## config.mk

```make
export PLATFORM = sky130hd
export DESIGN_NAME = srl_ctrl
export DESIGN_NICKNAME = d
export VERILOG_FILES = /design/src/verilog/srl_pkg.sv /design/src/verilog/srl_ctrl.sv
export VERILOG_INCLUDE_DIRS = /design/src /design/src/verilog
export SDC_FILE = /design/constraint.sdc
export NUM_CORES = 1
export LEC_CHECK = 0
export BUFFER_PORTS_ARGS = -buffer_cell sky130_fd_sc_hd__buf_2
export CAP_MARGIN = 15
export CORE_UTILIZATION = 56
export CTS_CLUSTER_SIZE = 12
export DETAILED_ROUTE_END_ITERATION = 8
export HOLD_SLACK_MARGIN = 0.08
export PLACE_DENSITY = 0.85
export SYNTH_ARGS = -nofsm -noshare
export SYNTH_HDL_FRONTEND = slang
export SYNTH_SLANG_ARGS = --single-unit
```

## constraint.sdc

```tcl
create_clock -name mclk -period 9.77 [get_ports mclk]
set_input_delay 0.977 -clock mclk [delete_from_list [all_inputs] [get_ports mclk]]
set_output_delay 0.977 -clock mclk [all_outputs]
set_load 0.01 [all_outputs]
```

## src/verilog/srl_cfg.svh

```systemverilog
// Register offsets, field positions, reset values and timing counts
`ifndef SRL_CFG_SVH
`define SRL_CFG_SVH
`define SRL_OFS_WIDTH 8'h40
`define SRL_OFS_LOOP_EN 8'h50
`define SRL_OFS_LOOPBACK 8'h60
`define SRL_OFS_DATA_CTL 8'h64
`define SRL_OFS_DATA_WIN 8'h68
`define SRL_OFS_RST_CTL 8'h6C
`define SRL_OFS_STATUS 8'h70
`define SRL_WIDTH_LSB 3
`define SRL_WIDTH_RST 2'h3
`define SRL_CRST_CYC_RST 5'h03
`define SRL_RX_LAG_CYC 4'h8
`define SRL_LOCK_CYC 6'h20
`endif

```

## src/verilog/srl_pkg.sv

```systemverilog
// Types shared by the transceiver control block
package srl_pkg;
    // Loopback code on the fabric select input
    typedef enum logic [2:0] {
        SRL_LB_NORMAL = 3'h0,
        SRL_LB_NEAR_CODING = 3'h1,
        SRL_LB_NEAR_ATTACH = 3'h2,
        SRL_LB_FAR_ATTACH = 3'h4,
        SRL_LB_FAR_CODING = 3'h6
    } srl_lb_t;
    // Resets driven into one data path
    typedef struct packed {
        logic path;
        logic coding;
        logic attach;
        logic recovery;
        logic equalizer;
        logic elastic;
    } srl_rst_t;
    // Loopback enables decoded for the analog side
    typedef struct packed {
        logic near_coding;
        logic near_attach;
        logic far_attach;
        logic far_coding;
    } srl_loop_t;
endpackage : srl_pkg

```

## src/verilog/srl_ctrl.sv

```systemverilog
// Transceiver reset chain, loopback select and transmit data path control
//
// Implementation choice: the Wishbone interface to the registers.
`timescale 1ns/10ps
`include "srl_cfg.svh"
module srl_ctrl (
    input wire logic mclk,
    input wire logic rst,
    input wire logic [7:0] adr_i,
    input wire logic [31:0] dat_i,
    output logic [31:0] dat_o,
    input wire logic [3:0] sel_i,
    input wire logic we_i,
    input wire logic cyc_i,
    input wire logic stb_i,
    output logic ack_o,
    input wire logic testmode,
    input wire logic loop_rst_in,
    input wire logic xmit_rst_in,
    input wire logic xmit_coding_rst_in,
    input wire logic xmit_attach_rst_in,
    input wire logic recv_rst_in,
    input wire logic recv_coding_rst_in,
    input wire logic recv_recovery_rst_in,
    input wire logic recv_equalizer_rst_in,
    input wire logic [2:0] loop_select_in,
    input wire logic encoder_en_in,
    input wire logic [63:0] xmit_data_in,
    input wire logic [7:0] xmit_disparity_mode_in,
    input wire logic [7:0] xmit_disparity_value_in,
    input wire logic xmit_valid_in,
    output logic loop_locked,
    output srl_pkg::srl_rst_t xmit_rst_out,
    output srl_pkg::srl_rst_t recv_rst_out,
    output logic xmit_rst_done,
    output logic recv_rst_done,
    output srl_pkg::srl_loop_t loop_out,
    output logic [79:0] xmit_word_out,
    output logic xmit_word_valid_out
);
    // Register fields
    logic [1:0] width_q;
    logic loop_en_q;
    logic xlo_q;
    logic [1:0] xattach_q;
    logic xcoding_q;
    logic rlo_q;
    logic rattach_q;
    logic rcoding_q;
    logic dovr_q;
    logic [2:0] ptr_q;
    logic dvalid_q;
    logic cro_q;
    logic crv_q;
    logic [4:0] crcyc_q;
    logic pro_q;
    logic prv_q;
    // Override word, 16-bit lanes of 80 bits
    logic [15:0] win_q [0:4];
    logic [2:0] ptr_d;
    logic ack_q;

    // Bus decode
    wire req = cyc_i & stb_i & ~ack_q;
    // Access acts at the edge where ack is high, so reads see pre-step state
    wire take = cyc_i & stb_i & ack_q;
    wire wr = take & we_i & sel_i[0];
    wire hit_width = adr_i == `SRL_OFS_WIDTH;
    wire hit_loop = adr_i == `SRL_OFS_LOOP_EN;
    wire hit_lb = adr_i == `SRL_OFS_LOOPBACK;
    wire hit_dctl = adr_i == `SRL_OFS_DATA_CTL;
    wire hit_win = adr_i == `SRL_OFS_DATA_WIN;
    wire hit_rctl = adr_i == `SRL_OFS_RST_CTL;
    wire hit_stat = adr_i == `SRL_OFS_STATUS;
    // Either direction of window access steps the pointer
    wire win_acc = take & hit_win;
    // Last lane index for the chosen width
    wire [2:0] ptr_last = width_q[1] ? 3'h4 : (width_q[0] ? 3'h1 : 3'h0);

    // Pointer step with wrap at the width's word count
    always_comb begin
        ptr_d = ptr_q;
        if (wr && hit_dctl) begin
            ptr_d = dat_i[3:1];
        end else if (win_acc) begin
            ptr_d = (ptr_q >= ptr_last) ? 3'h0 : ptr_q + 3'h1;
        end
    end

    // Single-cycle answer, ack dropped the cycle after
    always_ff @(posedge mclk or posedge rst) begin
        if (rst) begin
            ack_q <= 1'b0;
        end else begin
            ack_q <= req;
        end
    end
    assign ack_o = ack_q;

    // Software writes to control fields
    always_ff @(posedge mclk or posedge rst) begin
        if (rst) begin
            width_q <= `SRL_WIDTH_RST;
            loop_en_q <= 1'b0;
            {xlo_q, xattach_q, xcoding_q} <= 4'h0;
            {rlo_q, rattach_q, rcoding_q} <= 3'h0;
            {dovr_q, dvalid_q} <= 2'h0;
            ptr_q <= 3'h0;
            {cro_q, crv_q, pro_q, prv_q} <= 4'h0;
            crcyc_q <= `SRL_CRST_CYC_RST;
        end else begin
            ptr_q <= ptr_d;
            if (wr && hit_width) begin
                width_q <= dat_i[`SRL_WIDTH_LSB+1:`SRL_WIDTH_LSB];
            end
            if (wr && hit_loop) begin
                loop_en_q <= dat_i[0];
            end
            if (wr && hit_lb) begin
                xlo_q <= dat_i[0];
                xattach_q <= {1'b0, dat_i[1]};
                xcoding_q <= dat_i[3];
                rlo_q <= dat_i[4];
                rattach_q <= dat_i[5];
                rcoding_q <= dat_i[6];
            end
            if (wr && hit_dctl) begin
                dovr_q <= dat_i[0];
                dvalid_q <= dat_i[4];
            end
            if (wr && hit_rctl) begin
                cro_q <= dat_i[0];
                crv_q <= dat_i[1];
                crcyc_q <= dat_i[6:2];
                pro_q <= dat_i[7];
                prv_q <= dat_i[8];
            end
        end
    end

    // Window lanes, one per 16-bit word
    genvar gi;
    generate
        for (gi = 0; gi < 5; gi++) begin : g_lane
            always_ff @(posedge mclk or posedge rst) begin
                if (rst) begin
                    win_q[gi] <= 16'h0000;
                end else if (wr && hit_win && ptr_q == 3'(gi)) begin
                    win_q[gi] <= dat_i[15:0];
                end
            end
        end
    endgenerate

    // Lock model: loop locks a fixed time after enable
    logic [5:0] lock_cnt_q;
    wire loop_hold = loop_rst_in | ~loop_en_q;
    always_ff @(posedge mclk or posedge loop_hold) begin
        if (loop_hold) begin
            lock_cnt_q <= 6'h00;
        end else if (lock_cnt_q != `SRL_LOCK_CYC) begin
            lock_cnt_q <= lock_cnt_q + 6'h01;
        end
    end
    assign loop_locked = lock_cnt_q == `SRL_LOCK_CYC;

    // Combined asynchronous path resets
    wire tm_path = testmode & pro_q;
    wire x_hold = ~loop_locked | (tm_path ? prv_q : xmit_rst_in);
    wire r_hold = ~loop_locked | recv_rst_in;

    // Transmit completion after coding reset pulse
    logic [4:0] crc_q;
    logic xdone_q;
    always_ff @(posedge mclk or posedge x_hold) begin
        if (x_hold) begin
            crc_q <= 5'h00;
            xdone_q <= 1'b0;
        end else if (crc_q < crcyc_q) begin
            crc_q <= crc_q + 5'h01;
        end else begin
            xdone_q <= 1'b1;
        end
    end
    wire crst_int = ~xdone_q & (crc_q < crcyc_q);

    // Receive completes a fixed lag after transmit
    logic [3:0] rlag_q;
    logic rdone_q;
    always_ff @(posedge mclk or posedge r_hold) begin
        if (r_hold) begin
            rlag_q <= 4'h0;
            rdone_q <= 1'b0;
        end else if (!xdone_q) begin
            rlag_q <= 4'h0;
        end else if (rlag_q != `SRL_RX_LAG_CYC) begin
            rlag_q <= rlag_q + 4'h1;
        end else begin
            rdone_q <= 1'b1;
        end
    end
    assign xmit_rst_done = xdone_q;
    assign recv_rst_done = rdone_q;

    // Sublayer resets include their path reset, except transmit elastic (tied low) and transmit coding under override
    wire tm_cr = testmode & cro_q;
    assign xmit_rst_out.path = x_hold;
    assign xmit_rst_out.coding = tm_cr ? crv_q
        : (x_hold | crst_int | xmit_coding_rst_in);
    assign xmit_rst_out.attach = x_hold | xmit_attach_rst_in;
    assign xmit_rst_out.recovery = x_hold;
    assign xmit_rst_out.equalizer = x_hold;
    assign xmit_rst_out.elastic = 1'b0;
    assign recv_rst_out.path = r_hold;
    assign recv_rst_out.coding = r_hold | recv_coding_rst_in;
    assign recv_rst_out.attach = r_hold;
    assign recv_rst_out.recovery = r_hold | recv_recovery_rst_in;
    assign recv_rst_out.equalizer = r_hold | recv_equalizer_rst_in;
    assign recv_rst_out.elastic = r_hold;

    // Loopback selection
    wire tx_ovr = testmode & xlo_q;
    wire rx_ovr = testmode & rlo_q;
    wire [2:0] ls = loop_select_in;
    assign loop_out.near_coding = tx_ovr ? xcoding_q
        : (ls == srl_pkg::SRL_LB_NEAR_CODING);
    assign loop_out.near_attach = tx_ovr ? (xattach_q == 2'h1)
        : (ls == srl_pkg::SRL_LB_NEAR_ATTACH | xattach_q == 2'h1);
    assign loop_out.far_attach = rx_ovr ? rattach_q
        : (ls == srl_pkg::SRL_LB_FAR_ATTACH);
    assign loop_out.far_coding = rx_ovr ? rcoding_q
        : (ls == srl_pkg::SRL_LB_FAR_CODING);

    // Fabric word, interleaving disparity bits when encoder is off
    logic [79:0] fab_word;
    generate
        for (gi = 0; gi < 8; gi++) begin : g_byte
            assign fab_word[gi*10 +: 10] = encoder_en_in
                ? {2'b00, xmit_data_in[gi*8 +: 8]}
                : {xmit_disparity_mode_in[gi], xmit_disparity_value_in[gi],
                   xmit_data_in[gi*8 +: 8]};
        end
    endgenerate
    wire [79:0] reg_word = {win_q[4], win_q[3], win_q[2], win_q[1], win_q[0]};
    wire [79:0] w_mask = width_q[1] ? {80{1'b1}}
        : (width_q[0] ? {40'h0, {40{1'b1}}} : {60'h0, {20{1'b1}}});
    wire dsel = testmode & dovr_q;

    // Registered transmit word
    always_ff @(posedge mclk or posedge rst) begin
        if (rst) begin
            xmit_word_out <= 80'h0;
            xmit_word_valid_out <= 1'b0;
        end else begin
            xmit_word_out <= (dsel ? reg_word : fab_word) & w_mask;
            xmit_word_valid_out <= dsel ? dvalid_q : xmit_valid_in;
        end
    end

    // Read mux
    wire [15:0] win_rd = (ptr_q < 3'h5) ? win_q[ptr_q] : 16'h0000;
    always_comb begin
        dat_o = 32'h0;
        if (hit_width) dat_o[`SRL_WIDTH_LSB+1:`SRL_WIDTH_LSB] = width_q;
        if (hit_loop) dat_o[0] = loop_en_q;
        if (hit_lb) dat_o[6:0] = {rcoding_q, rattach_q, rlo_q, xcoding_q,
                                  xattach_q, xlo_q};
        if (hit_dctl) dat_o[4:0] = {dvalid_q, ptr_q, dovr_q};
        if (hit_win) dat_o[15:0] = win_rd;
        if (hit_rctl) dat_o[8:0] = {prv_q, pro_q, crcyc_q, crv_q, cro_q};
        if (hit_stat) dat_o[2:0] = {loop_locked, rdone_q, xdone_q};
    end

    // Checks
    // Receive completion never comes ahead of transmit completion
    chk_done_order: assert property (
        @(posedge mclk) disable iff (rst)
        $rose(rdone_q) |-> xdone_q)
        else $error("receive done before transmit done");
    // No path reports completion while the loop is unlocked
    chk_hold_lock: assert property (
        @(posedge mclk) disable iff (rst)
        !loop_locked |-> !xmit_rst_done && !recv_rst_done)
        else $error("path done without lock");
    // Loop reset holds both path resets
    chk_loop_rst: assert property (
        @(posedge mclk) disable iff (rst)
        loop_rst_in |-> xmit_rst_out.path && recv_rst_out.path)
        else $error("loop reset not forcing paths");
    // Elastic buffer follows the receive path reset
    chk_elastic_rst: assert property (
        @(posedge mclk) disable iff (rst)
        recv_rst_out.elastic == recv_rst_out.path)
        else $error("elastic buffer reset mismatch");
    // Pointer returns to lane 0 after the last lane of the width
    chk_ptr_wrap: assert property (
        @(posedge mclk) disable iff (rst)
        win_acc && ptr_q >= ptr_last |=> ptr_q == 3'h0)
        else $error("pointer did not wrap");
    // Pointer steps by one below the last lane
    chk_ptr_step: assert property (
        @(posedge mclk) disable iff (rst)
        win_acc && ptr_q < ptr_last |=> ptr_q == $past(ptr_q) + 3'h1)
        else $error("pointer did not step");
    // Internal coding reset lasts the default three cycles
    chk_coding_pulse: assert property (
        @(posedge mclk) disable iff (rst)
        $fell(x_hold) && crcyc_q == `SRL_CRST_CYC_RST && !tm_cr
        && !xmit_coding_rst_in |-> xmit_rst_out.coding [*3] ##1 !xmit_rst_out.coding)
        else $error("coding reset length wrong");
    // Transmit completion stays up until its path is reset again
    chk_done_stays: assert property (
        @(posedge mclk) disable iff (rst)
        $past(xdone_q) && !x_hold |-> xdone_q)
        else $error("transmit done dropped");
    // Fabric code 110 selects far-end coding loopback
    chk_far_code: assert property (
        @(posedge mclk) disable iff (rst)
        !rx_ovr && ls == 3'h6 |-> loop_out.far_coding)
        else $error("far coding loop not selected");
    // Receive completion waits out the lag after transmit completion
    chk_recv_lag: assert property (
        @(posedge mclk) disable iff (rst)
        $rose(rdone_q) |-> $past(xdone_q, 8))
        else $error("receive done too soon");
    // Unlocked loop holds both paths in reset
    chk_lock_paths: assert property (
        @(posedge mclk) disable iff (rst)
        !loop_locked |-> xmit_rst_out.path && recv_rst_out.path)
        else $error("path left reset without lock");
    // Transmit path reset reaches its coding and attach sublayers
    chk_xmit_subs: assert property (
        @(posedge mclk) disable iff (rst)
        x_hold && !tm_cr |-> xmit_rst_out.coding && xmit_rst_out.attach)
        else $error("transmit sublayer not in reset");
    // Receive path reset reaches its coding, recovery, equalizer and attach sublayers
    chk_recv_subs: assert property (
        @(posedge mclk) disable iff (rst)
        r_hold |-> recv_rst_out.coding && recv_rst_out.recovery
            && recv_rst_out.equalizer && recv_rst_out.attach)
        else $error("receive sublayer not in reset");
    // Register value drives the coding reset under override
    chk_coding_ovr: assert property (
        @(posedge mclk) disable iff (rst)
        tm_cr |-> xmit_rst_out.coding == crv_q)
        else $error("coding reset override ignored");
    // Path reset override value forces the transmit path reset
    chk_path_ovr: assert property (
        @(posedge mclk) disable iff (rst)
        tm_path && prv_q |-> xmit_rst_out.path && !xmit_rst_done)
        else $error("path reset override ignored");
    // Coding loop bit under override forces near coding loopback
    chk_near_ovr: assert property (
        @(posedge mclk) disable iff (rst)
        tx_ovr && xcoding_q |-> loop_out.near_coding)
        else $error("near coding override ignored");
    // Register valid bit follows through while data is overridden
    chk_word_valid: assert property (
        @(posedge mclk) disable iff (rst)
        dsel |=> xmit_word_valid_out == $past(dvalid_q))
        else $error("override valid not passed");
    // Main scenarios reached
    cov_both_done: cover property (@(posedge mclk) $rose(rdone_q));
    cov_override: cover property (@(posedge mclk) dsel && xmit_word_valid_out);
    cov_wrap: cover property (@(posedge mclk) win_acc && ptr_q == 3'h4);
    cov_near_ovr: cover property (@(posedge mclk)
        tx_ovr && loop_out.near_coding);
    cov_path_ovr: cover property (@(posedge mclk) tm_path && prv_q);
endmodule : srl_ctrl

```

==> summary.md, run 1 <==
| Metric | Value |
|---|---|
| VDD IR max | `approximately 0.11 mV` |
| Yosys top cell area share | `52.7%` |
| Hold-fix buffers, CTS | `0` |
| Grt total ovfl | `0` |
| Vias in the first global route | `7421` |
| CTS tree | `built` |
| Max_cap viols | `0` |
| Final std cells w/o fill | `1300` |
| Top area cells in the synthesized netlist | `dfrtp_1 53%, mux2_2 12%, nand2_1 7.6%, mux4_2 3.8%, a21oi_1 3.6%` |
| Synth warn | `0` |
| Post-synthesis async set-or-reset flop share | `100%` |
| Syn_area_per_cell | `around 11 µm²` |
| Post-DRT Antenna Nets | `0` |
| H-tree Lvls | `1` |
| LEAKAGE | `around 0.0060 µW` |
| Clock sinks | `approximately 200` |
| Longest Clk Path Bufs | `3` |
| Crit path max-delay family | `compound AO/OA/AOI/OAI gates` |
| Worst EP required | `8790 ps` |
| Ratio of cells with drive above 1 in the final layout | `between 30% and 40%` |
| Final instance area | `between 10000 and 15000 µm²` |
| Layout Nets | `roughly 1200` |
| Critical path, cell by cell | `buf_4 > nor3b_2 > a221oi_1 > a2111oi_0 > buf_2` |
| Worst Skew | `about 13 ps` |
| Register area share after synthesis | `between 50 and 60%` |
| Top Ports | `approximately 280` |
| 1st-iter DRT viols | `approximately 460` |
| Synth-to-Final Area Change | `20.3%` |
| Period minus WS final | `roughly 4300 ps` |
| Die X | `about 130 µm` |
| CTS clk-pin slew, worst paths | `about 60 ps` |
| HP Class | `flip-flop to async pin` |
| Startpoint Class | `flip-flop` |
| Gp weighted congestion | `slightly below 0.9` |
| First drt pass iteration count | `5` |
| Setup Buffers After CTS | `0` |
| Worst Path Arrival | `3350 ps` |
| Post-synthesis cell type count | `54` |
| Slew headroom | `approximately a quarter` |
| CTS buffer count | `22` |
| Initial antenna violation count | `4` |
| Top_reg_cell synth | `dfrtp_1` |
| Wirelength per Cell | `~19 µm` |
| Post-synth top area cell | `dfrtp_1` |
| DP HPWL | `around 17 mm` |
| Most numerous cell in the Yosys netlist | `dfrtp_1` |
| CP max FO | `21` |
| Worst-Margin Slew | `1140 ps` |
| Initial core utilization | `approximately three fifths` |
| First-pass GRT wire length | `between 30 and 40 mm` |
| Final WL | `~25 mm` |
| I/O Buffers | `roughly 240` |
| Largest net degree at the start of global routing | `about 100` |
| Synth top cells by count | `198 x dfrtp_1, 190 x nand2_1, 102 x mux2_2` |
| PnR Total Power | `about 1700 µW` |
| Placed cell count | `about 1300` |
| DP Area | `between 10000 and 15000 µm²` |
| Remaining DRCs | `0` |
| Buffers and inverters on the worst path | `2` |
| Fmax | `around 230 MHz` |
| Final slew viol count | `0` |
| Synth Instances | `about 850` |
| Row cnt | `46` |
| Vert. Die Dim | `about 130 µm` |
| Root buffer cell | `clkbuf_16` |
| Via-to-Cell Ratio | `5.63` |
| Worst Setup End Kind | `output pin` |
| Slowest cell on crit path | `nor3b_2` |
| Clk_lat worst skew | `between 500 and 600 ps` |
| Final hold violation count | `0` |
| Yosys reg bits | `between 200 and 250` |
| GRT Total Usage | `slightly below 30%` |
| Core box area | `between 15000 and 20000 µm²` |
| WS Path Type | `flip-flop to output pin` |
| Final period util | `44.3%` |
| RSZ-0062 raised after global routing | `no` |
| Setup TNS Final | `0 ps` |
| Max incr delay on CP | `about 970 ps` |
| Status | `finished, final reports clean` |
| PostCTS Resize Cnt | `0` |
| Vias | `approximately 7300` |
| Die ar. | `roughly 17000 µm²` |
| Final setup fails | `0` |
| Post-synth EDFFs | `0` |
| Synth Cell Area | `around 9400 µm²` |
| Pwr dens | `roughly 150 nW/µm²` |
==> registers in the layout, summed over array words and instances, names as in the netlist, 2 cells and up <==
name,flops
reg_word,80
xmit_word_out,80
lock_cnt_q,6
crc_q,5
crcyc_q,5
rlag_q,4
ptr_q,3
width_q,2
==> cells in the final DEF (no fill, tap or decap), types with 7 or more instances in the layout <==
cell type	n
dfrtp_1	198
ha_1	16
mux2_2	102
nor2_1	31
nand2_1	189
conb_1	17
o21ai_0	11
inv_1	15
xnor2_1	7
nand3_1	15
mux4_2	16
a21oi_1	67
clkbuf_1	7
nand3b_1	16
clkbuf_16	23
buf_4	7
a22oi_1	13
buf_2	239
==> report_power, final <==
part,switching [µW],leakage (µW),internal (µW)
Clock,322,0.000339,467
Combinational,60.7,0.00288,38.3
Sequential,4.55,0.00274,845
Total,387,0.00596,1350
==> per-stage QoR <==
stage / hold WS [ps] / setup WS (ps) / util, %
2_1_floorplan: 280 / 3770 / -
3_3_place_gp: 346 / 6130 / 65.9
3_5_place_dp: 379 / 6120 / 65.9
4_1_cts: 389 / 5590 / 70.1
5_1_grt: 452 / 5420 / 70.2
6_report: 368 / 5440 / 70.2
==> final timing paths <==
| check | start | end | cells after the start | slack [ps] |
|---|---|---|---|---|
| max in group asynchronous | rst | xmit_word_out[70] | 3 | 7640 |
| hold reg to reg | loop_en_q | lock_cnt_q[5] | 1 | 370 |
| hold / removal | loop_en_q | lock_cnt_q[5] | 1 | 370 |
| setup / recovery | ptr_q[0] | dat_o[5] | 5 | 5440 |
| setup reg to reg | ack_o | reg_word[78] | 5 | 7280 |
| min in group mclk | ack_o | ack_o | 1 | 450 |
==> worst reg2reg max path, cell delays in order, from the launching register on <==
cell     delay (ps)
dfrtp_1         360
nand3_1         120
or2_2           390
nor3_4          310
and3_1          770
mux2_2          430
==> logic make-up after synthesis <==
group	Yosys count	share of synthesized area, %
buffers and inverters	85	4.73
xor gates and xnor gates	11	1.03
other	1	0.0399
muxes	124	16.7
AOI/OAI and AO/OA	117	7.39
adders and majority gates	16	2.13
and+or+nand+nor	293	14.2
DFF	202	53.8
==> final cells by class <==
cell class	instances	area, µm²
well taps	216	270
flip-flops and latches	202	5060
diodes	3	7.51
clock buffers	35	671
inverters	17	71.3
repair buffers	246	1250
clock inverters	3	15.0
fillers	1192	4810
multi-input cells	578	3960
==> metal layers <==
metal  global-route usage (%)  up-vias  wire (µm)
li1                         -     3313          -
met1                     39.2     3598      10100
met3                     5.29       55       2010
met5                        0        -         12
met4                     11.2        2        733
met2                     46.7      346      11900
(Power assumes the default switching activity.)
==> run 2, diff against run 1 <==
--- a/config.mk
+++ b/config.mk
@@ -8,11 +8,11 @@
 export LEC_CHECK = 0
 export BUFFER_PORTS_ARGS = -buffer_cell sky130_fd_sc_hd__buf_2
 export CAP_MARGIN = 15
-export CORE_UTILIZATION = 56
+export CORE_UTILIZATION = 47
 export CTS_CLUSTER_SIZE = 12
 export DETAILED_ROUTE_END_ITERATION = 8
 export HOLD_SLACK_MARGIN = 0.08
-export PLACE_DENSITY = 0.85
+export PLACE_DENSITY = 0.77
 export SYNTH_ARGS = -nofsm -noshare
 export SYNTH_HDL_FRONTEND = slang
 export SYNTH_SLANG_ARGS = --single-unit
==> constraint.sdc (replaced) <==
create_clock -name mclk -period 3.7 [get_ports mclk]
set_input_delay 0.37 -clock mclk [delete_from_list [all_inputs] [get_ports mclk]]
set_output_delay 0.37 -clock mclk [all_outputs]
set_load 0.01 [all_outputs]
==> summary.md, run 2 (synthesis results as in run 1) <==
| Metric | Value |
|---|---|
| Via-to-Cell Ratio | `between 5 and 6` |
| Top Ports | `~280` |
| Worst EP required | `~3300 ps` |
| Multi-input gate area | `3960 µm²` |
| Final period util | `88.7%` |
| Clock sinks | `~200` |
| Final setup fails | `0` |
| Worst-Margin Slew | `about 1000 ps` |
| WS Path Type | `flip-flop to output pin` |
| Core box area | `just under 20000 µm²` |
| Final hold violation count | `0` |
| Antenna fix cells | `0` |
| Commonest non-fill, non-tap cell in the layout | `buf_2` |
| Setup Buffers After CTS | `0` |
| Vias | `between 7000 and 8000` |
| H-tree Lvls | `1` |
| Startpoint Class | `flip-flop` |
| Layout Nets | `1280` |
| Worst r2r src | `ptr_q[1]` |
| LEAKAGE | `a little over 0.006 µW` |
| Root buffer cell | `clkbuf_16` |
| Setup TNS Final | `0 ps` |
| CP max FO | `17` |
| HP Class | `input pin to async pin` |
| Vert. Die Dim | `roughly 140 µm` |
| First drt pass iteration count | `4` |
| Final slew viol count | `0` |
| Initial antenna violation count | `0` |
| FF-to-FF setup slack | `approximately 1300 ps` |
| Grt total ovfl | `0` |
| CTS buffer count | `23` |
| GRT Total Usage | `about a quarter` |
| Largest net degree at the start of global routing | `between 80 and 90` |
| RSZ-0062 raised after global routing | `no` |
| VDD IR max | `around 0.35 mV` |
| First-pass GRT wire length | `approximately 41 mm` |
| PostCTS Resize Cnt | `0` |
| PnR Total Power | `roughly 4700 µW` |
| # fillers | `about 1500` |
| Clk_lat worst skew | `between 500 and 600 ps` |
| RR Endpoint | `reg_word[2]` |
| Remaining DRCs | `0` |
| Period minus WS final | `between 3000 and 4000 ps` |
| Die X | `143 µm` |
| Initial core utilization | `48.1%` |
| Worst Skew | `~23 ps` |
| Worst Path Arrival | `around 2900 ps` |
| CTS clk-pin slew, worst paths | `about 60 ps` |
| Most frequent cells in the layout | `239 x buf_2, 198 x dfrtp_1, 189 x nand2_1, 102 x mux2_2, 67 x a21oi_1` |
| Longest Clk Path Bufs | `3` |
| Row cnt | `51` |
| Status | `finished, final reports clean` |
| CTS tree | `built` |
| Worst setup path start | `ptr_q[1]` |
| Synth-to-Final Area Change | `27.0%` |
| Final instance area | `around 12000 µm²` |
| 1st-iter DRT viols | `~430` |
| DP HPWL | `~18 mm` |
| Pwr dens | `about 390 nW/µm²` |
| CP endpoint | `dat_o[1]` |
| I/O Buffers | `239` |
| Slew headroom | `approximately 30%` |
| Final WL | `~27 mm` |
| Gp weighted congestion | `between 0.9 and 1` |
| Fmax | `between 300 and 400 MHz` |
| Sequential Area | `around 5000 µm²` |
| Hold-fix buffers, CTS | `49` |
| Path depth of the worst reg2reg path | `4` |
| Max_cap viols | `0` |
| Die ar. | `between 20000 and 25000 µm²` |
| Worst Setup End Kind | `output pin` |
| Ratio of cells with drive above 1 in the final layout | `approximately 37%` |
| Post-DRT Antenna Nets | `0` |
| DP Area | `10700 µm²` |
| Vias in the first global route | `around 7700` |
| Wirelength per Cell | `~19 µm` |
[run 2: layout make-up]
| cell class | instances | share of cell area [%] |
|---|---|---|
| inverters | 17 | 0.566 |
| repair buffers | 299 | 15.0 |
| flip-flops and latches | 202 | 42.4 |
| well taps | 265 | 2.78 |
| multi-input cells | 578 | 33.2 |
| clock inverters | 4 | 0.315 |
| clock buffers | 37 | 5.68 |
[run 2: how the worst min path moves through the flow]
stage                                     startpoint  slack [ps]           endpoint  cells after the start
after floorplan                          recv_rst_in         270      recv_rst_done                      1
after global placement                     loop_en_q         340      lock_cnt_q[0]                      1
after detailed placement                   loop_en_q         350      lock_cnt_q[0]                      1
after CTS                 xmit_disparity_value_in[1]          80  xmit_word_out[18]                      3
after global routing                xmit_data_in[51]         100  xmit_word_out[63]                      3
final                                            rst          70  xmit_word_out[17]                      2
[run 2: power breakdown]
part	internal [µW]	switching [µW]	total, µW
clock network	1260	886	2140
registers	2230	13.5	2240
logic	139	170	309
total	3630	1070	4700
[run 2: metal layers]
layer	vias to the layer above	global-route usage, %	part of all wire (%)
li1	3430	-	-
met1	3823	34.5	41
met2	316	45.0	49
met3	42	5.00	7.3
met4	0	6.61	2.2
met5	-	0	0
[run 2: critical path, stage by stage, from the launching register on]
cell      delay [ps]
dfrtp_1          950
mux4_2           670
a221oi_1         480
o31ai_1          150
buf_2            160
[run 2: per-stage QoR]
stage / utilization, % / cells / setup slack (ps) / hold WS, ps
6_report: 61.1 / 1402 / 419 / 65.6
5_1_grt: 61.1 / 1402 / 272 / 97.8
4_1_cts: 61.1 / 1402 / 422 / 81.6
3_5_place_dp: 54.9 / 1312 / 986 / 355
3_3_place_gp: 54.9 / 1312 / 995 / 343
2_1_floorplan: - / 865 / 955 / 271
